## config.mk

```make
export PLATFORM = sky130hd
export DESIGN_NAME = supply_monitor_ctrl
export DESIGN_NICKNAME = d
export VERILOG_FILES = /design/src/hw/supply_monitor_pkg.sv /design/src/hw/supply_monitor_ctrl.sv /design/src/hw/level_sync.sv /design/src/hw/ready_timer.sv
export SDC_FILE = /design/constraint.sdc
export NUM_CORES = 1
export LEC_CHECK = 0
export ABC_AREA = 1
export BUFFER_PORTS_ARGS = -buffer_cell sky130_fd_sc_hd__clkbuf_2
export CAP_MARGIN = 40
export CELL_PAD_IN_SITES_DETAIL_PLACEMENT = 1
export CELL_PAD_IN_SITES_GLOBAL_PLACEMENT = 1
export CORE_MARGIN = 10
export CORE_UTILIZATION = 38
export CTS_BUF_LIST = sky130_fd_sc_hd__clkbuf_2 sky130_fd_sc_hd__clkbuf_4 sky130_fd_sc_hd__clkbuf_8
export CTS_CLUSTER_SIZE = 14
export DETAILED_ROUTE_END_ITERATION = 10
export HOLD_SLACK_MARGIN = 0.05
export MAX_ROUTING_LAYER = met4
export PLACE_DENSITY = 0.95
export SLEW_MARGIN = 20
export SYNTH_ARGS = -nofsm -noshare
export SYNTH_HDL_FRONTEND = slang
export SYNTH_SLANG_ARGS = --single-unit
```

## constraint.sdc

```tcl
create_clock -name core_clk -period 3.6 [get_ports core_clk]
set_input_delay 0.36 -clock core_clk [delete_from_list [all_inputs] [get_ports core_clk]]
set_output_delay 0.36 -clock core_clk [all_outputs]
set_load 0.01 [all_outputs]
```

## src/hw/supply_monitor_pkg.sv

```systemverilog
// Purpose: shared constants for the supply monitor control block
// Assumes: 125 MHz core clock, 32-bit classic Wishbone slave
// Notes:   one control register plus an interrupt status/mask pair
package supply_monitor_pkg;

    // ==========================================================
    // register map (byte addresses, index times four)
    localparam logic [3:0]  MON_CTRL_IDX      = 4'h9;
    localparam logic [7:0]  MON_CTRL_ADDR     = {2'h0, MON_CTRL_IDX, 2'h0};
    localparam logic [7:0]  IRQ_STATUS_ADDR   = 8'h40;
    localparam logic [7:0]  IRQ_MASK_ADDR     = 8'h44;
    localparam int          ADDR_W            = 8;

    // ==========================================================
    // control register fields
    localparam int          EN_BIT            = 0;
    localparam int          RDY_BIT           = 1;
    localparam int          IE_BIT            = 2;
    localparam int          UV_BIT            = 3;
    localparam int          STOP_BIT          = 4;
    localparam int          TH_LSB            = 8;
    localparam int          TH_MSB            = 11;
    localparam int          TH_W              = 4;
    localparam logic [3:0]  TH_RESET          = 4'h0;
    localparam logic [15:0] CTRL_RESET        = 16'h0000;

    // ==========================================================
    // trip point in millivolts: base plus code times step
    localparam int          TRIP_BASE_MV      = 2700;
    localparam int          TRIP_STEP_MV      = 100;

    // ==========================================================
    // interrupt status bits
    localparam int          EVT_UV            = 0;
    localparam int          EVT_RDY           = 1;
    localparam int          EVT_W             = 2;

    // ==========================================================
    // power-up time of the comparator
    localparam int          CLK_MHZ           = 125;
    localparam int          READY_DELAY_US    = 20;
    localparam int          READY_CYCLES      = READY_DELAY_US * CLK_MHZ;
    localparam int          CNT_W             = 13;

endpackage

```

## src/hw/supply_monitor_ctrl.sv

```systemverilog
// Purpose: control logic of the supply voltage monitor
// Assumes: classic Wishbone, comparator output asynchronous
// Notes:   one-cycle ack; interrupt status write-one-to-clear
`timescale 1ns/10ps
module supply_monitor_ctrl #(
    parameter int READY_CYCLES = supply_monitor_pkg::READY_CYCLES
) (
    input  wire logic        core_clk,
    input  wire logic        sys_rst,
    input  wire logic        clk_en,
    input  wire logic        wb_cyc_i,
    input  wire logic        wb_stb_i,
    input  wire logic        wb_we_i,
    input  wire logic [7:0]  wb_adr_i,
    input  wire logic [3:0]  wb_sel_i,
    input  wire logic [31:0] wb_dat_i,
    output logic      [31:0] wb_dat_o,
    output logic             wb_ack_o,
    output logic             wb_err_o,
    input  wire logic        cmp_below_async,
    output logic             cmp_power_on,
    output logic      [3:0]  threshold_sel,
    output logic             monitor_irq,
    output logic             irq_o
);
    logic                                   en_r;
    logic                                   en_nxt;
    logic                                   ie_r;
    logic                                   ie_nxt;
    logic                                   uv_r;
    logic                                   uv_nxt;
    logic                                   stop_r;
    logic                                   stop_nxt;
    logic [supply_monitor_pkg::TH_W-1:0]    th_r;
    logic [supply_monitor_pkg::TH_W-1:0]    th_nxt;
    logic [supply_monitor_pkg::EVT_W-1:0]   ists_r;
    logic [supply_monitor_pkg::EVT_W-1:0]   ists_nxt;
    logic [supply_monitor_pkg::EVT_W-1:0]   imsk_r;
    logic [supply_monitor_pkg::EVT_W-1:0]   imsk_nxt;
    logic [supply_monitor_pkg::EVT_W-1:0]   evt;
    logic                                   ack_r;
    logic                                   ack_nxt;
    logic                                   err_r;
    logic                                   err_nxt;
    logic [31:0]                            rdat_r;
    logic [31:0]                            rdat_nxt;
    logic                                   mirq_r;
    logic                                   mirq_nxt;
    logic                                   irq_r;
    logic                                   irq_nxt;
    logic                                   rdy_prev_r;
    logic                                   below_sync;
    logic                                   ready;
    logic                                   req;
    logic                                   wr_ctrl;
    logic                                   wr_sts;
    logic                                   wr_msk;
    logic                                   below_live;

    // ==========================================================
    // address decode helper, used by reads and writes
    function automatic logic hit(input logic [7:0] adr, input logic [7:0] reg_adr);
        hit = (adr[7:2] == reg_adr[7:2]);
    endfunction

    // ==========================================================
    // comparator synchroniser and power-up timer
    level_sync u_sync (
        .core_clk (core_clk),
        .sys_rst  (sys_rst),
        .clk_en   (clk_en),
        .async_in (cmp_below_async),
        .sync_out (below_sync)
    );

    ready_timer #(
        .DELAY (READY_CYCLES)
    ) u_timer (
        .core_clk (core_clk),
        .sys_rst  (sys_rst),
        .clk_en   (clk_en),
        .run      (en_r),
        .ready    (ready)
    );

    // comparison only counts once the monitor is up
    assign below_live = below_sync & ready & en_r;
    assign req        = wb_cyc_i & wb_stb_i & ~ack_r & ~err_r;
    assign wr_ctrl    = req & wb_we_i & hit(wb_adr_i, supply_monitor_pkg::MON_CTRL_ADDR);
    assign wr_sts     = req & wb_we_i & hit(wb_adr_i, supply_monitor_pkg::IRQ_STATUS_ADDR);
    assign wr_msk     = req & wb_we_i & hit(wb_adr_i, supply_monitor_pkg::IRQ_MASK_ADDR);
    assign evt        = {ready & ~rdy_prev_r, below_live};

    // ==========================================================
    // control register next values
    always_comb begin
        en_nxt   = en_r;
        ie_nxt   = ie_r;
        uv_nxt   = uv_r;
        stop_nxt = stop_r;
        th_nxt   = th_r;
        if (wr_ctrl && wb_sel_i[0]) begin
            en_nxt   = wb_dat_i[supply_monitor_pkg::EN_BIT];
            ie_nxt   = wb_dat_i[supply_monitor_pkg::IE_BIT];
            uv_nxt   = wb_dat_i[supply_monitor_pkg::UV_BIT];
            stop_nxt = wb_dat_i[supply_monitor_pkg::STOP_BIT];
        end
        if (wr_ctrl && wb_sel_i[1] && !en_r) begin
            th_nxt = wb_dat_i[supply_monitor_pkg::TH_MSB:supply_monitor_pkg::TH_LSB];
        end
        // hardware set wins over a software clear
        if (below_live) begin
            uv_nxt = 1'b1;
        end
    end

    // ==========================================================
    // interrupt status and mask next values
    always_comb begin
        ists_nxt = ists_r;
        imsk_nxt = imsk_r;
        if (wr_sts && wb_sel_i[0]) begin
            ists_nxt = ists_r & ~wb_dat_i[supply_monitor_pkg::EVT_W-1:0];
        end
        ists_nxt = ists_nxt | evt;
        if (wr_msk && wb_sel_i[0]) begin
            imsk_nxt = wb_dat_i[supply_monitor_pkg::EVT_W-1:0];
        end
    end

    // ==========================================================
    // bus answer and outputs
    always_comb begin
        ack_nxt  = 1'b0;
        err_nxt  = 1'b0;
        rdat_nxt = rdat_r;
        mirq_nxt = uv_nxt & ie_nxt;
        irq_nxt  = |(ists_nxt & imsk_nxt);
        if (req) begin
            rdat_nxt = 32'h0000_0000;
            if (hit(wb_adr_i, supply_monitor_pkg::MON_CTRL_ADDR)) begin
                ack_nxt = 1'b1;
                rdat_nxt[supply_monitor_pkg::TH_MSB:supply_monitor_pkg::TH_LSB] = th_r;
                rdat_nxt[supply_monitor_pkg::STOP_BIT] = stop_r;
                rdat_nxt[supply_monitor_pkg::UV_BIT]   = uv_r;
                rdat_nxt[supply_monitor_pkg::IE_BIT]   = ie_r;
                rdat_nxt[supply_monitor_pkg::RDY_BIT]  = ready & en_r;
                rdat_nxt[supply_monitor_pkg::EN_BIT]   = en_r; // others zero
            end else if (hit(wb_adr_i, supply_monitor_pkg::IRQ_STATUS_ADDR)) begin
                ack_nxt = 1'b1;
                rdat_nxt[supply_monitor_pkg::EVT_W-1:0] = ists_r;
            end else if (hit(wb_adr_i, supply_monitor_pkg::IRQ_MASK_ADDR)) begin
                ack_nxt = 1'b1;
                rdat_nxt[supply_monitor_pkg::EVT_W-1:0] = imsk_r;
            end else begin
                err_nxt = 1'b1;
            end
        end
    end

    // ==========================================================
    // state registers, frozen while clock enable is low
    always_ff @(posedge core_clk or posedge sys_rst) begin
        if (sys_rst) begin
            en_r       <= 1'b0;
            ie_r       <= 1'b0;
            uv_r       <= 1'b0;
            stop_r     <= 1'b0;
            th_r       <= supply_monitor_pkg::TH_RESET;
            ists_r     <= '0;
            imsk_r     <= '0;
            ack_r      <= 1'b0;
            err_r      <= 1'b0;
            rdat_r     <= 32'h0000_0000;
            mirq_r     <= 1'b0;
            irq_r      <= 1'b0;
            rdy_prev_r <= 1'b0;
        end else if (clk_en) begin
            en_r       <= en_nxt;
            ie_r       <= ie_nxt;
            uv_r       <= uv_nxt;
            stop_r     <= stop_nxt;
            th_r       <= th_nxt;
            ists_r     <= ists_nxt;
            imsk_r     <= imsk_nxt;
            ack_r      <= ack_nxt;
            err_r      <= err_nxt;
            rdat_r     <= rdat_nxt;
            mirq_r     <= mirq_nxt;
            irq_r      <= irq_nxt;
            rdy_prev_r <= ready;
        end
    end

    // comparator side: threshold code and power select the trip point
    always_ff @(posedge core_clk or posedge sys_rst) begin
        if (sys_rst) begin
            threshold_sel <= supply_monitor_pkg::TH_RESET;
            cmp_power_on  <= 1'b0;
        end else if (clk_en) begin
            threshold_sel <= th_nxt;
            cmp_power_on  <= en_nxt;
        end
    end

    assign wb_dat_o    = rdat_r;
    assign wb_ack_o    = ack_r;
    assign wb_err_o    = err_r;
    assign monitor_irq = mirq_r;
    assign irq_o       = irq_r;

    // ==========================================================
    // checks
    property p_th_locked;
        @(posedge core_clk) disable iff (sys_rst)
        (clk_en && en_r) |=> $stable(th_r);
    endproperty
    a_th_locked: assert property (p_th_locked) else $error("threshold changed while on");

    property p_uv_set;
        @(posedge core_clk) disable iff (sys_rst)
        (clk_en && below_live) |=> uv_r;
    endproperty
    a_uv_set: assert property (p_uv_set) else $error("flag not set when below");

    property p_irq_gate;
        @(posedge core_clk) disable iff (sys_rst)
        (uv_r && ie_r) |-> monitor_irq;
    endproperty
    a_irq_gate: assert property (p_irq_gate) else $error("irq missing");

    property p_irq_off;
        @(posedge core_clk) disable iff (sys_rst)
        monitor_irq |-> (uv_r && ie_r);
    endproperty
    a_irq_off: assert property (p_irq_off) else $error("irq without cause");

    property p_rdy_off;
        @(posedge core_clk) disable iff (sys_rst)
        (clk_en && !en_r) |=> !ready;
    endproperty
    a_rdy_off: assert property (p_rdy_off) else $error("ready while off");

    property p_rdy_late;
        @(posedge core_clk) disable iff (sys_rst)
        (clk_en && $rose(en_r)) |-> !ready [*8];
    endproperty
    a_rdy_late: assert property (p_rdy_late) else $error("ready too early");

    property p_off_power;
        @(posedge core_clk) disable iff (sys_rst)
        !en_r |-> ##1 (!clk_en || !ready);
    endproperty
    a_off_power: assert property (p_off_power) else $error("ready after disable");

    property p_resv;
        @(posedge core_clk) disable iff (sys_rst)
        ack_r |-> (rdat_r[15:12] == 4'h0) && (rdat_r[7:5] == 3'h0);
    endproperty
    a_resv: assert property (p_resv) else $error("reserved bits nonzero");

    property p_sel_out;
        @(posedge core_clk) disable iff (sys_rst)
        threshold_sel == th_r;
    endproperty
    a_sel_out: assert property (p_sel_out) else $error("comparator code mismatch");

    property p_uv_hold;
        @(posedge core_clk) disable iff (sys_rst)
        (clk_en && uv_r && !(wr_ctrl && wb_sel_i[0])) |=> uv_r;
    endproperty
    a_uv_hold: assert property (p_uv_hold) else $error("flag cleared by hardware");

    property p_power_out;
        @(posedge core_clk) disable iff (sys_rst)
        cmp_power_on == en_r;
    endproperty
    a_power_out: assert property (p_power_out) else $error("power select mismatch");

    property p_evt_sticky;
        @(posedge core_clk) disable iff (sys_rst)
        (clk_en && ists_r[supply_monitor_pkg::EVT_UV] && !(wr_sts && wb_sel_i[0]))
            |=> ists_r[supply_monitor_pkg::EVT_UV];
    endproperty
    a_evt_sticky: assert property (p_evt_sticky) else $error("status bit lost");

    property p_rdy_hold;
        @(posedge core_clk) disable iff (sys_rst)
        (clk_en && ready && en_r) |=> ready;
    endproperty
    a_rdy_hold: assert property (p_rdy_hold) else $error("ready dropped while on");

    c_uv: cover property (@(posedge core_clk) disable iff (sys_rst) $rose(uv_r));
    c_rdy: cover property (@(posedge core_clk) disable iff (sys_rst) $rose(ready));
    c_irq: cover property (@(posedge core_clk) disable iff (sys_rst) $rose(irq_o));
    c_soft_set: cover property (@(posedge core_clk) disable iff (sys_rst)
        wr_ctrl && wb_sel_i[0] && wb_dat_i[supply_monitor_pkg::UV_BIT]);
endmodule

```

## src/hw/level_sync.sv

```systemverilog
// Purpose: two-flop synchroniser for an asynchronous level
// Assumes: single destination clock
// Notes:   first stage feeds only the second stage
`timescale 1ns/10ps
module level_sync (
    input  wire logic core_clk,
    input  wire logic sys_rst,
    input  wire logic clk_en,
    input  wire logic async_in,
    output logic      sync_out
);
    logic meta_r;
    logic meta_nxt;
    logic sync_r;
    logic sync_nxt;

    // ==========================================================
    // next values
    always_comb begin
        meta_nxt = clk_en ? async_in : meta_r;
        sync_nxt = clk_en ? meta_r : sync_r;
    end

    // two stages
    always_ff @(posedge core_clk or posedge sys_rst) begin
        if (sys_rst) begin
            meta_r <= 1'b0;
            sync_r <= 1'b0;
        end else begin
            meta_r <= meta_nxt;
            sync_r <= sync_nxt;
        end
    end

    assign sync_out = sync_r;
endmodule

```

## src/hw/ready_timer.sv

```systemverilog
// Purpose: power-up delay counter raising ready after enable
// Assumes: enable held high for the whole delay
// Notes:   dropping enable restarts the count from zero
`timescale 1ns/10ps
module ready_timer #(
    parameter int DELAY = supply_monitor_pkg::READY_CYCLES
) (
    input  wire logic core_clk,
    input  wire logic sys_rst,
    input  wire logic clk_en,
    input  wire logic run,
    output logic      ready
);
    logic [supply_monitor_pkg::CNT_W-1:0] cnt_r;
    logic [supply_monitor_pkg::CNT_W-1:0] cnt_nxt;
    logic                                 rdy_r;
    logic                                 rdy_nxt;

    // ==========================================================
    // count while running, ready at terminal count
    always_comb begin
        cnt_nxt = cnt_r;
        rdy_nxt = rdy_r;
        if (clk_en) begin
            if (!run) begin
                cnt_nxt = '0;
                rdy_nxt = 1'b0;
            end else if (!rdy_r) begin
                if (cnt_r == DELAY[supply_monitor_pkg::CNT_W-1:0] - 1'b1) begin
                    rdy_nxt = 1'b1;
                end else begin
                    cnt_nxt = cnt_r + 1'b1;
                end
            end
        end
    end

    always_ff @(posedge core_clk or posedge sys_rst) begin
        if (sys_rst) begin
            cnt_r <= '0;
            rdy_r <= 1'b0;
        end else begin
            cnt_r <= cnt_nxt;
            rdy_r <= rdy_nxt;
        end
    end

    assign ready = rdy_r;
endmodule

```

==> reports/qor.csv, run 1 <==
metric,value,unit
grt_max_degree,43,
initialDrtViolationCount,134,
setup.worst_path.start_class,flop,
clock-skew-final,0.0104,ns
cts_tree,built,
max_freq,542,MHz
worst_slew_pin_slew,0.561,ns
cts.root.buffer_cell,clkbuf_8,
worstPathMaxFanout,18,
basic_gate_share_of_the_synthesized_area_counting_and_or_nand_and_nor_cells,0.291,
drcViolationCount,0,
hpwl,4.98,mm
routedWlPerCell,15.4,um
ant_diodes,0,
synth_warnings,0,
timing.final.hold_violations,0,
ir_worst_vdd,0.000221,V
htree_num_levels,2,
port_buffers,41,
overflow,0,
outcome,completed,
drt_pass1_iterations,4,
power.total,0.00131,W
die_height,98.7,um
crit_path_end_kind,flop,
netlist_area_before_placement,0.00235,sq mm
worst_skew_pair.late_latency,0.31,ns
synth_largest_type_area_fraction,0.446,
synthDominantAreaCellType,dfrtp_1,
slew_headroom,0.626,
finalSetupViolCount,0,
floorplan.core_area,0.00596,sq mm
synth_flop_cell,dfrtp_1,
cts-buffers-inserted,5,
ffs_latches_synth,42,
layout_worst_path_cycle_share,0.513,
maximum_number_of_buffers_from_clock_root_to_sink,2,
routed-via-count,2121,
globalplace.congestion,0.875,
p_leak,1.44,nW
period_needed,1.85,ns
synth-compound-area-share,0.0845,
synthArstFlopShare,1.00,
cts-resized-gates,0,
finalWirelength,6.73,mm
drtAntennaViolNets,0,
layout.nets,413,
synthDistinctLibCells,30,
grt_pass1_vias,2311,
cts.sinks,42,
cp.required,3.79,ns
postCtsSetupRepairBufs,0,
die_width,98.7,um
maxCapViolCount,0,
syn_inst,318,
syn_to_final_growth,14.1,%
critical_path_class,reg2reg,
power_density_over_the_cells,488,mW/mm^2
arrival_time_reported_for_the_critical_path_endpoint,2.03,ns
number_of_placement_rows,28,
wire_length_of_the_first_global_routing_pass,11.2,mm
tns,0,ns
start_util,0.395,
drive_gt1_frac,0.155,
postSynthAreaPerCell,7.40,sq um
synthAdderAreaFrac,0.00531,
muxShareOfSynthArea,0,
synth-edff-count,0,
netlist_top_cells_area,"dfrtp_1, nand2_1, buf_4, inv_1, o21ai_0",
pin_count,92,
grt_use_total,0.142,
clk_pin_slew,0.09,ns
hold_crit_class,in2async,
cts-hold-fix-buffers,0,
timing.final.max_slew_violations,0,
synth_top_family_by_area,simple AND/OR/NAND/NOR gates,
via_per_inst,4.85,
synth-seq-area-share,0.446,
xor_and_xnor_area_share_after_synthesis,0.0223,
rsz0062_at_grt,false,
antenna_found_initial,0,
die_area,0.00975,sq mm
## registers in the layout (all words and copies together), names as in the netlist
| register | count |
|---|---|
| cmp_power_on | 1 |
| stop_r | 1 |
| rdy_prev_r | 1 |
| imsk_r | 2 |
| u_sync.sync_out | 1 |
| uv_r | 1 |
| monitor_irq | 1 |
| wb_dat_o | 9 |
| u_sync.meta_r | 1 |
| ie_r | 1 |
| wb_ack_o | 1 |
| threshold_sel | 4 |
| u_timer.ready | 1 |
| wb_err_o | 1 |
| u_timer.cnt_r | 13 |
| irq_o | 1 |
| ists_r | 2 |
## final cells by class
class / count / area, sq um
sequential: 42 / 1050
clock inverter: 2 / 60.1
fill: 796 / 3270
timing repair buffer: 42 / 213
tap: 75 / 93.8
clock buffer: 6 / 82.6
inverter: 40 / 150
multi-input combinational: 230 / 1040
## layer usage
layer  share of wire  track usage  up-vias
li1                -            -     1035
met1            0.44        0.154     1030
met2            0.52        0.252       47
met3           0.028       0.0300        9
met4           0.014       0.0452        0
met5               0            -        -
## cell usage after synthesis, types with 2 or more instances
| master | count |
|---|---|
| a21oi_1 | 2 |
| buf_4 | 23 |
| clkbuf_1 | 3 |
| dfrtp_1 | 42 |
| inv_1 | 37 |
| inv_2 | 2 |
| nand2_1 | 98 |
| nand3_1 | 23 |
| nand4_1 | 6 |
| nor2_1 | 30 |
| nor2_4 | 2 |
| nor3_1 | 2 |
| o21ai_0 | 24 |
| o21ai_1 | 3 |
| xor2_1 | 6 |
## final timing paths
kind	from	end	slack (ns)	cells after the start
max in group asynchronous	sys_rst	u_sync.sync_out	3.05	3
hold / removal	sys_rst	wb_dat_o[10]	0.17	3
setup / recovery	u_timer.cnt_r[0]	u_timer.cnt_r[3]	1.75	8
min in group core_clk	cmp_below_async	u_sync.meta_r	0.28	3
setup reg to reg	u_timer.cnt_r[0]	u_timer.cnt_r[3]	1.75	8
hold reg to reg	monitor_irq	monitor_irq	0.48	2
## kinds of logic (layout without fill, tap and decap cells)
logic type | count (synthesis) | count (layout)
adders and majority gates | 1 | 1
and+or+nand+nor | 164 | 164
DFF | 42 | 42
buffers and inverters | 68 | 90
other | 1 | 23
xor gates and xnor gates | 6 | 6
AOI/OAI and AO/OA | 36 | 36
## worst max-delay path, cell delays in order (launching register included)
cell	delay [ns]
dfrtp_1	0.46
ha_1	0.33
nand3_1	0.12
nor2_1	0.13
nand2_1	0.08
nand2_2	0.27
inv_2	0.17
nand2_1	0.10
o21ai_1	0.07
## where the power goes
part / total (W) / switching (W) / internal, W / leakage (nW)
sequential: 0.000585 / 0.0000565 / 0.000529 / 0.542
clock: 0.000476 / 0.000180 / 0.000296 / 0.0714
combinational: 0.000249 / 0.000164 / 0.0000855 / 0.828
total: 0.00131 / 0.000400 / 0.000910 / 1.44
## through the flow
stage          hold WS (ns)  worst slack, ns  cell area [sq um]  instances   util
2_1_floorplan         0.453             2.22               2440        340      -
3_3_place_gp          0.464             1.85               2540        429  0.427
3_5_place_dp          0.465             1.84               2540        429  0.427
4_1_cts               0.194             1.78               2690        437  0.451
5_1_grt               0.238             1.58               2690        437  0.451
6_report              0.171             1.75               2690        437  0.451
## cells in the final DEF, fill, tap and decap left out, drive strengths merged
cell,Yosys,final
a31oi,1,1
o21ai,27,27
nand2,99,99
inv,39,39
nor4,1,1
nand4,6,6
bufinv,0,2
nor2,32,32
dfrtp,42,42
nand3b,1,1
clkbuf,3,47
conb,1,23
a2bb2oi,1,1
o211ai,1,1
buf,25,1
a31o,1,1
a22oi,1,1
nand3,23,23
xor2,6,6
a22o,1,1
o22ai,1,1
nor3,2,2
ha,1,1
a21oi,2,2
clkinv,1,1
Power figures use the tool's default switching activity.
==> run 2: changes to the inputs <==
--- a/config.mk
+++ b/config.mk
@@ -11,13 +11,13 @@
 export CELL_PAD_IN_SITES_DETAIL_PLACEMENT = 1
 export CELL_PAD_IN_SITES_GLOBAL_PLACEMENT = 1
 export CORE_MARGIN = 10
-export CORE_UTILIZATION = 38
+export CORE_UTILIZATION = 35
 export CTS_BUF_LIST = sky130_fd_sc_hd__clkbuf_2 sky130_fd_sc_hd__clkbuf_4 sky130_fd_sc_hd__clkbuf_8
 export CTS_CLUSTER_SIZE = 14
 export DETAILED_ROUTE_END_ITERATION = 10
 export HOLD_SLACK_MARGIN = 0.05
 export MAX_ROUTING_LAYER = met4
-export PLACE_DENSITY = 0.95
+export PLACE_DENSITY = 0.91
 export SLEW_MARGIN = 20
 export SYNTH_ARGS = -nofsm -noshare
 export SYNTH_HDL_FRONTEND = slang
==> constraint.sdc (replaced) <==
create_clock -name core_clk -period 1.85 [get_ports core_clk]
set_input_delay 0.185 -clock core_clk [delete_from_list [all_inputs] [get_ports core_clk]]
set_output_delay 0.185 -clock core_clk [all_outputs]
set_load 0.01 [all_outputs]
==> run 2 against run 1 <==
Clock power increased by 60%. Largest cell class unchanged. Via count increased by 1.4%. Final area increased by 1.1%. Clock skew increased by 0.00069 ns. Sequential share of layout area decreased by 0.41 points. Critical path depth decreased by 1. Worst setup slack got worse by 1.6 ns. Global-route usage decreased by 0.33 points. Hold slack got worse by 0.080 ns.
==> reports/qor.csv, run 2 (synthesis results as in run 1) <==
metric,value,unit
drtAntennaViolNets,0,
die_width,102,um
max_freq,605,MHz
cts_tree,built,
outcome,completed,
floorplan.core_area,0.00646,sq mm
holdCritStartpoint,cmp_below_async,
clockPowerShare,0.318,
cts.root.buffer_cell,clkbuf_8,
crit_path_end_kind,flop,
drcViolationCount,0,
syn_to_final_growth,15.3,%
overflow,0,
clock-skew-final,0.0111,ns
clk_pin_slew,0.09,ns
worst_skew_pair.late_latency,0.31,ns
setup.worst_path.start_class,flop,
initialDrtViolationCount,68,
slew_headroom,0.637,
final_critical_path_setup_slack,0.196,ns
finalWirelength,6.60,mm
timing.final.max_slew_violations,0,
placed_cell_area,0.00259,sq mm
share_seq_of_total_power,0.472,
drt_pass1_iterations,4,
power.switching_fraction,0.326,
layout_worst_path_cycle_share,0.894,
critical_path_class,reg2reg,
hpwl,5.25,mm
timing.final.hold_violations,0,
grt_use_total,0.139,
postLayoutCellArea,0.00272,sq mm
power_density_over_the_cells,881,mW/mm^2
ir_worst_vdd,0.000394,V
power.net_switching,0.000780,W
antenna_found_initial,0,
rsz0062_at_grt,false,
grt_pass1_vias,2391,
cts-buffers-inserted,5,
ant_diodes,0,
arrival_time_reported_for_the_critical_path_endpoint,1.87,ns
finalSetupViolCount,0,
via_per_inst,4.84,
worst_slew_pin_slew,0.545,ns
period_needed,1.65,ns
maximum_number_of_buffers_from_clock_root_to_sink,2,
pin_count,92,
routed-via-count,2150,
place_ws,0.145,ns
routedWlPerCell,14.9,um
htree_num_levels,2,
die_area,0.0104,sq mm
maxCapViolCount,0,
cp.required,2.07,ns
commonest_cells_after_routing_fill_and_taps_aside,"nand2_1, dfrtp_1, clkbuf_2",
crit_path_start,u_timer.cnt_r[0],
p_leak,1.45,nW
wire_length_of_the_first_global_routing_pass,11.5,mm
p_int,0.00161,W
tns,0,ns
worstReg2RegStart,u_timer.cnt_r[0],
drive_gt1_frac,0.166,
max_ffs_per_register,13,
die_height,102,um
grt_max_degree,43,
worstPathMaxFanout,6,
layout_commonest_cell,nand2_1,
start_util,0.365,
cts.sinks,42,
number_of_placement_rows,29,
hold_crit_class,in2reg,
postCtsSetupRepairBufs,0,
port_buffers,41,
layout.nets,418,
p_comb_frac,0.210,
globalplace.congestion,0.821,
max_flop_register,u_timer.cnt_r,
utilization,0.420,
-- run 2: cell types whose count changed in the layout (fill, tap and decap cells not counted) --
cell and delta:
bufinv_16 -1, dlygate4sd3_1 +1, clkbuf_8 -1, buf_12 +1, nor2_1 -1, clkinvlp_4 +2, buf_4 +3, nor2_2 +1
-- run 2: power by group through the flow --
stage / Combinational (W) / Sequential, W / Clock [W]
CTS: 0.000507 / 0.00113 / 0.000778
floorplan: 0.000380 / 0.00113 / 0
global route: 0.000587 / 0.00115 / 0.000821
global placement: 0.000470 / 0.00114 / 0
detailed placement: 0.000501 / 0.00115 / 0
finish: 0.000502 / 0.00113 / 0.000761
-- run 2: routing by layer --
layer	vias up	wire length, um	GRT usage
met2	43	3490	0.241
met3	11	200	0.0337
met5	-	0	-
li1	1051	-	-
met4	0	102	0.0325
met1	1045	2800	0.157
-- run 2: per-stage QoR --
step | hold WS, ns | instances | power, W
6_report | 0.0916 | 444 | 0.00239
2_1_floorplan | 0.306 | 340 | 0.00151
3_5_place_dp | 0.349 | 435 | 0.00165
5_1_grt | 0.123 | 444 | 0.00256
3_3_place_gp | 0.330 | 435 | 0.00161
4_1_cts | 0.0942 | 444 | 0.00241
-- run 2: final cells by class --
cell class	instances	area (sq um)
fill	844	3740
sequential	42	1050
multi-input combinational	230	1040
timing repair buffer	47	265
inverter	40	150
tap	77	96.3
clock buffer	5	68.8
clock inverter	3	45.0
-- run 2: worst paths after layout --
path,to,slack [ns],cells past startpoint
min,u_sync.meta_r,0.09,3
min in group asynchronous,threshold_sel[1],0.54,4
max,u_timer.cnt_r[12],0.20,7
min reg2reg,monitor_irq,0.48,2
max in group asynchronous,ists_r[1],0.93,4
max reg2reg,u_timer.cnt_r[12],0.20,7
-- run 2: worst max-delay path, cell delays in order, from the launching register on --
cell     delay, ns
dfrtp_1       0.45
ha_1          0.31
nand2_1       0.14
nor2_2        0.22
nand3_1       0.13
nand2_1       0.09
nand3_1       0.06
o21ai_0       0.16
-- run 2: what timing repair did --
action,in CTS,in global routing
hold buffers,1,0
gates resized for setup,0,1
hold endpoints to repair,42,0
setup endpoints to repair,0,2
==> run 3: changes to the inputs <==
--- a/config.mk
+++ b/config.mk
@@ -8,7 +8,7 @@
 export ABC_AREA = 1
 export BUFFER_PORTS_ARGS = -buffer_cell sky130_fd_sc_hd__clkbuf_2
 export CAP_MARGIN = 40
-export CELL_PAD_IN_SITES_DETAIL_PLACEMENT = 1
+export CELL_PAD_IN_SITES_DETAIL_PLACEMENT = 0
 export CELL_PAD_IN_SITES_GLOBAL_PLACEMENT = 1
 export CORE_MARGIN = 10
 export CORE_UTILIZATION = 35
@@ -18,6 +18,7 @@
 export HOLD_SLACK_MARGIN = 0.05
 export MAX_ROUTING_LAYER = met4
 export PLACE_DENSITY = 0.91
+export REMOVE_ABC_BUFFERS = 1
 export SLEW_MARGIN = 20
 export SYNTH_ARGS = -nofsm -noshare
 export SYNTH_HDL_FRONTEND = slang
==> run 3 against run 2 <==
Non-clock buffer count rose by 1. Sequential cell count stayed put. Count of clock-buffer cells in the layout unchanged. Global-route usage down 2.4 points. Hold slack about the same. Register-to-register slack gained 0.02 ns. Core utilization up 0.45 points. Largest cell class unchanged. Largest power group unchanged.
==> reports/qor.csv, run 3 (synthesis results as in run 1) <==
metric,value,unit
cell_depth_of_the_worst_flop_to_flop_path,8,
worst_slew_pin_slew,0.534,ns
port_buffers,41,
critPathTopFamily,simple AND/OR/NAND/NOR gates,
die_width,102,um
cp.required,2.05,ns
commonest_cells_after_routing_fill_and_taps_aside,"nand2_1, dfrtp_1, clkbuf_2",
cts-buffers-inserted,5,
hpwl,4.26,mm
cp_num_buf_inv,0,
min_path_cells,3,
die_area,0.0104,sq mm
maximum_number_of_buffers_from_clock_root_to_sink,2,
max_freq,611,MHz
tns,0,ns
cts.root.buffer_cell,clkbuf_8,
fillers,665,
maxCapViolCount,0,
drive_gt1_frac,0.166,
layout_commonest_cell,nand2_1,
antenna_found_initial,0,
postCtsSetupRepairBufs,0,
timing.final.max_slew_violations,0,
hold_crit_class,in2reg,
wire_length_of_the_first_global_routing_pass,9.56,mm
seqCellArea,0.00105,sq mm
globalplace.congestion,0.829,
setup.worst_path.start_class,flop,
layout_worst_path_cycle_share,0.885,
routedWlPerCell,12.5,um
rsz0062_at_grt,false,
grt_max_degree,43,
clock-skew-final,0.00504,ns
routed-via-count,2044,
period_needed,1.64,ns
drcViolationCount,0,
via_per_inst,4.59,
die_height,102,um
ir_worst_vdd,0.000379,V
worst_skew_pair.late_latency,0.30,ns
ant_diodes,0,
worstPathMaxFanout,6,
critical_path.most_common_cell,nand2_1,
pin_count,92,
critical_path.max_stage_delay,0.44,ns
clk_pin_slew,0.08,ns
critical_path_class,reg2reg,
cts.sinks,42,
finalWirelength,5.58,mm
cts-resized-gates,0,
number_of_placement_rows,29,
power_density_over_the_cells,911,mW/mm^2
max_flop_register,u_timer.cnt_r,
cp.depth,8,
max_ffs_per_register,13,
htree_num_levels,2,
overflow,0,
grt_pass1_vias,2090,
floorplan.core_area,0.00646,sq mm
timing.hold.ws,0.0917,ns
layout.nets,419,
grt_use_total,0.115,
utilization,0.425,
finalSetupViolCount,0,
timing.critical_path.cells,ha_1 > nand2_1 > nor2_1 > nand2_1 > xor2_1 > nor2_1 > nand2_1 > nand2_1,
syn_to_final_growth,16.5,%
start_util,0.365,
initialDrtViolationCount,131,
arrival_time_reported_for_the_critical_path_endpoint,1.83,ns
cts_tree,built,
drt_pass1_iterations,4,
timing.final.hold_violations,0,
crit_path_end_kind,flop,
slew_headroom,0.644,
p_leak,1.47,nW
outcome,completed,
crit_slowest_cell,dfrtp_1,
multi_input_gate_area,0.00104,sq mm
drtAntennaViolNets,0,
[run 3: cell count changes in the layout (fill, tap and decap cells not counted)]
cell	delta
nor2_2	-1
clkinvlp_4	-2
nor2_1	+1
bufinv_16	+1
buf_4	+1
clkinv_4	+1
[run 3: final timing paths]
check                               endpoint  slack (ns)             start
max                         u_timer.cnt_r[8]        0.21  u_timer.cnt_r[0]
min                            u_sync.meta_r        0.09   cmp_below_async
max reg2reg                 u_timer.cnt_r[8]        0.21  u_timer.cnt_r[0]
min reg2reg                      wb_dat_o[8]        0.49       wb_dat_o[8]
max in group asynchronous   u_timer.cnt_r[8]        0.94           sys_rst
min in group asynchronous  u_timer.cnt_r[12]        0.54           sys_rst
[run 3: worst reg2reg max path, stage by stage (launching register included)]
cell and delay [ns]:
dfrtp_1 0.44, ha_1 0.30, nand2_1 0.12, nor2_1 0.25, nand2_1 0.11, xor2_1 0.15, nor2_1 0.05, nand2_1 0.06
nand2_1 0.04
[run 3: through the flow]
stage / cell area, sq um / cells / setup WS, ns / power (W)
5_1_grt: 2740 / 445 / 0.0802 / 0.00267
3_3_place_gp: 2600 / 436 / 0.273 / 0.00161
3_5_place_dp: 2600 / 436 / 0.257 / 0.00163
6_report: 2740 / 445 / 0.213 / 0.00250
4_1_cts: 2740 / 445 / 0.231 / 0.00252
2_1_floorplan: 2240 / 312 / 0.434 / 0.00146
[run 3: report_power, final]
part	switching, W	internal [W]	total [W]
sequential	0.0000993	0.00103	0.00113
clock	0.000344	0.000541	0.000885
combinational	0.000304	0.000181	0.000485
[run 3: routing by layer]
layer,GRT usage,part of all wire,up-vias
met3,0.0310,0.049,11
li1,-,-,1055
met4,0.0369,0.017,0
met2,0.172,0.43,55
met5,-,0,-
met1,0.148,0.50,923
[run 3: repair_timing]
item | 4_1_cts | 5_1_grt
endpoints found under the hold margin | 42 | 0
hold buffers | 1 | 0
setup endpoints to repair | 0 | 0
[run 3: final cells by class]
class,count,area share
well taps,77,0.0351
repair buffers,48,0.0994
clock inverters,3,0.0251
multi-input cells,230,0.378
flip-flops and latches,42,0.383
inverters,40,0.0547
clock buffers,5,0.0251
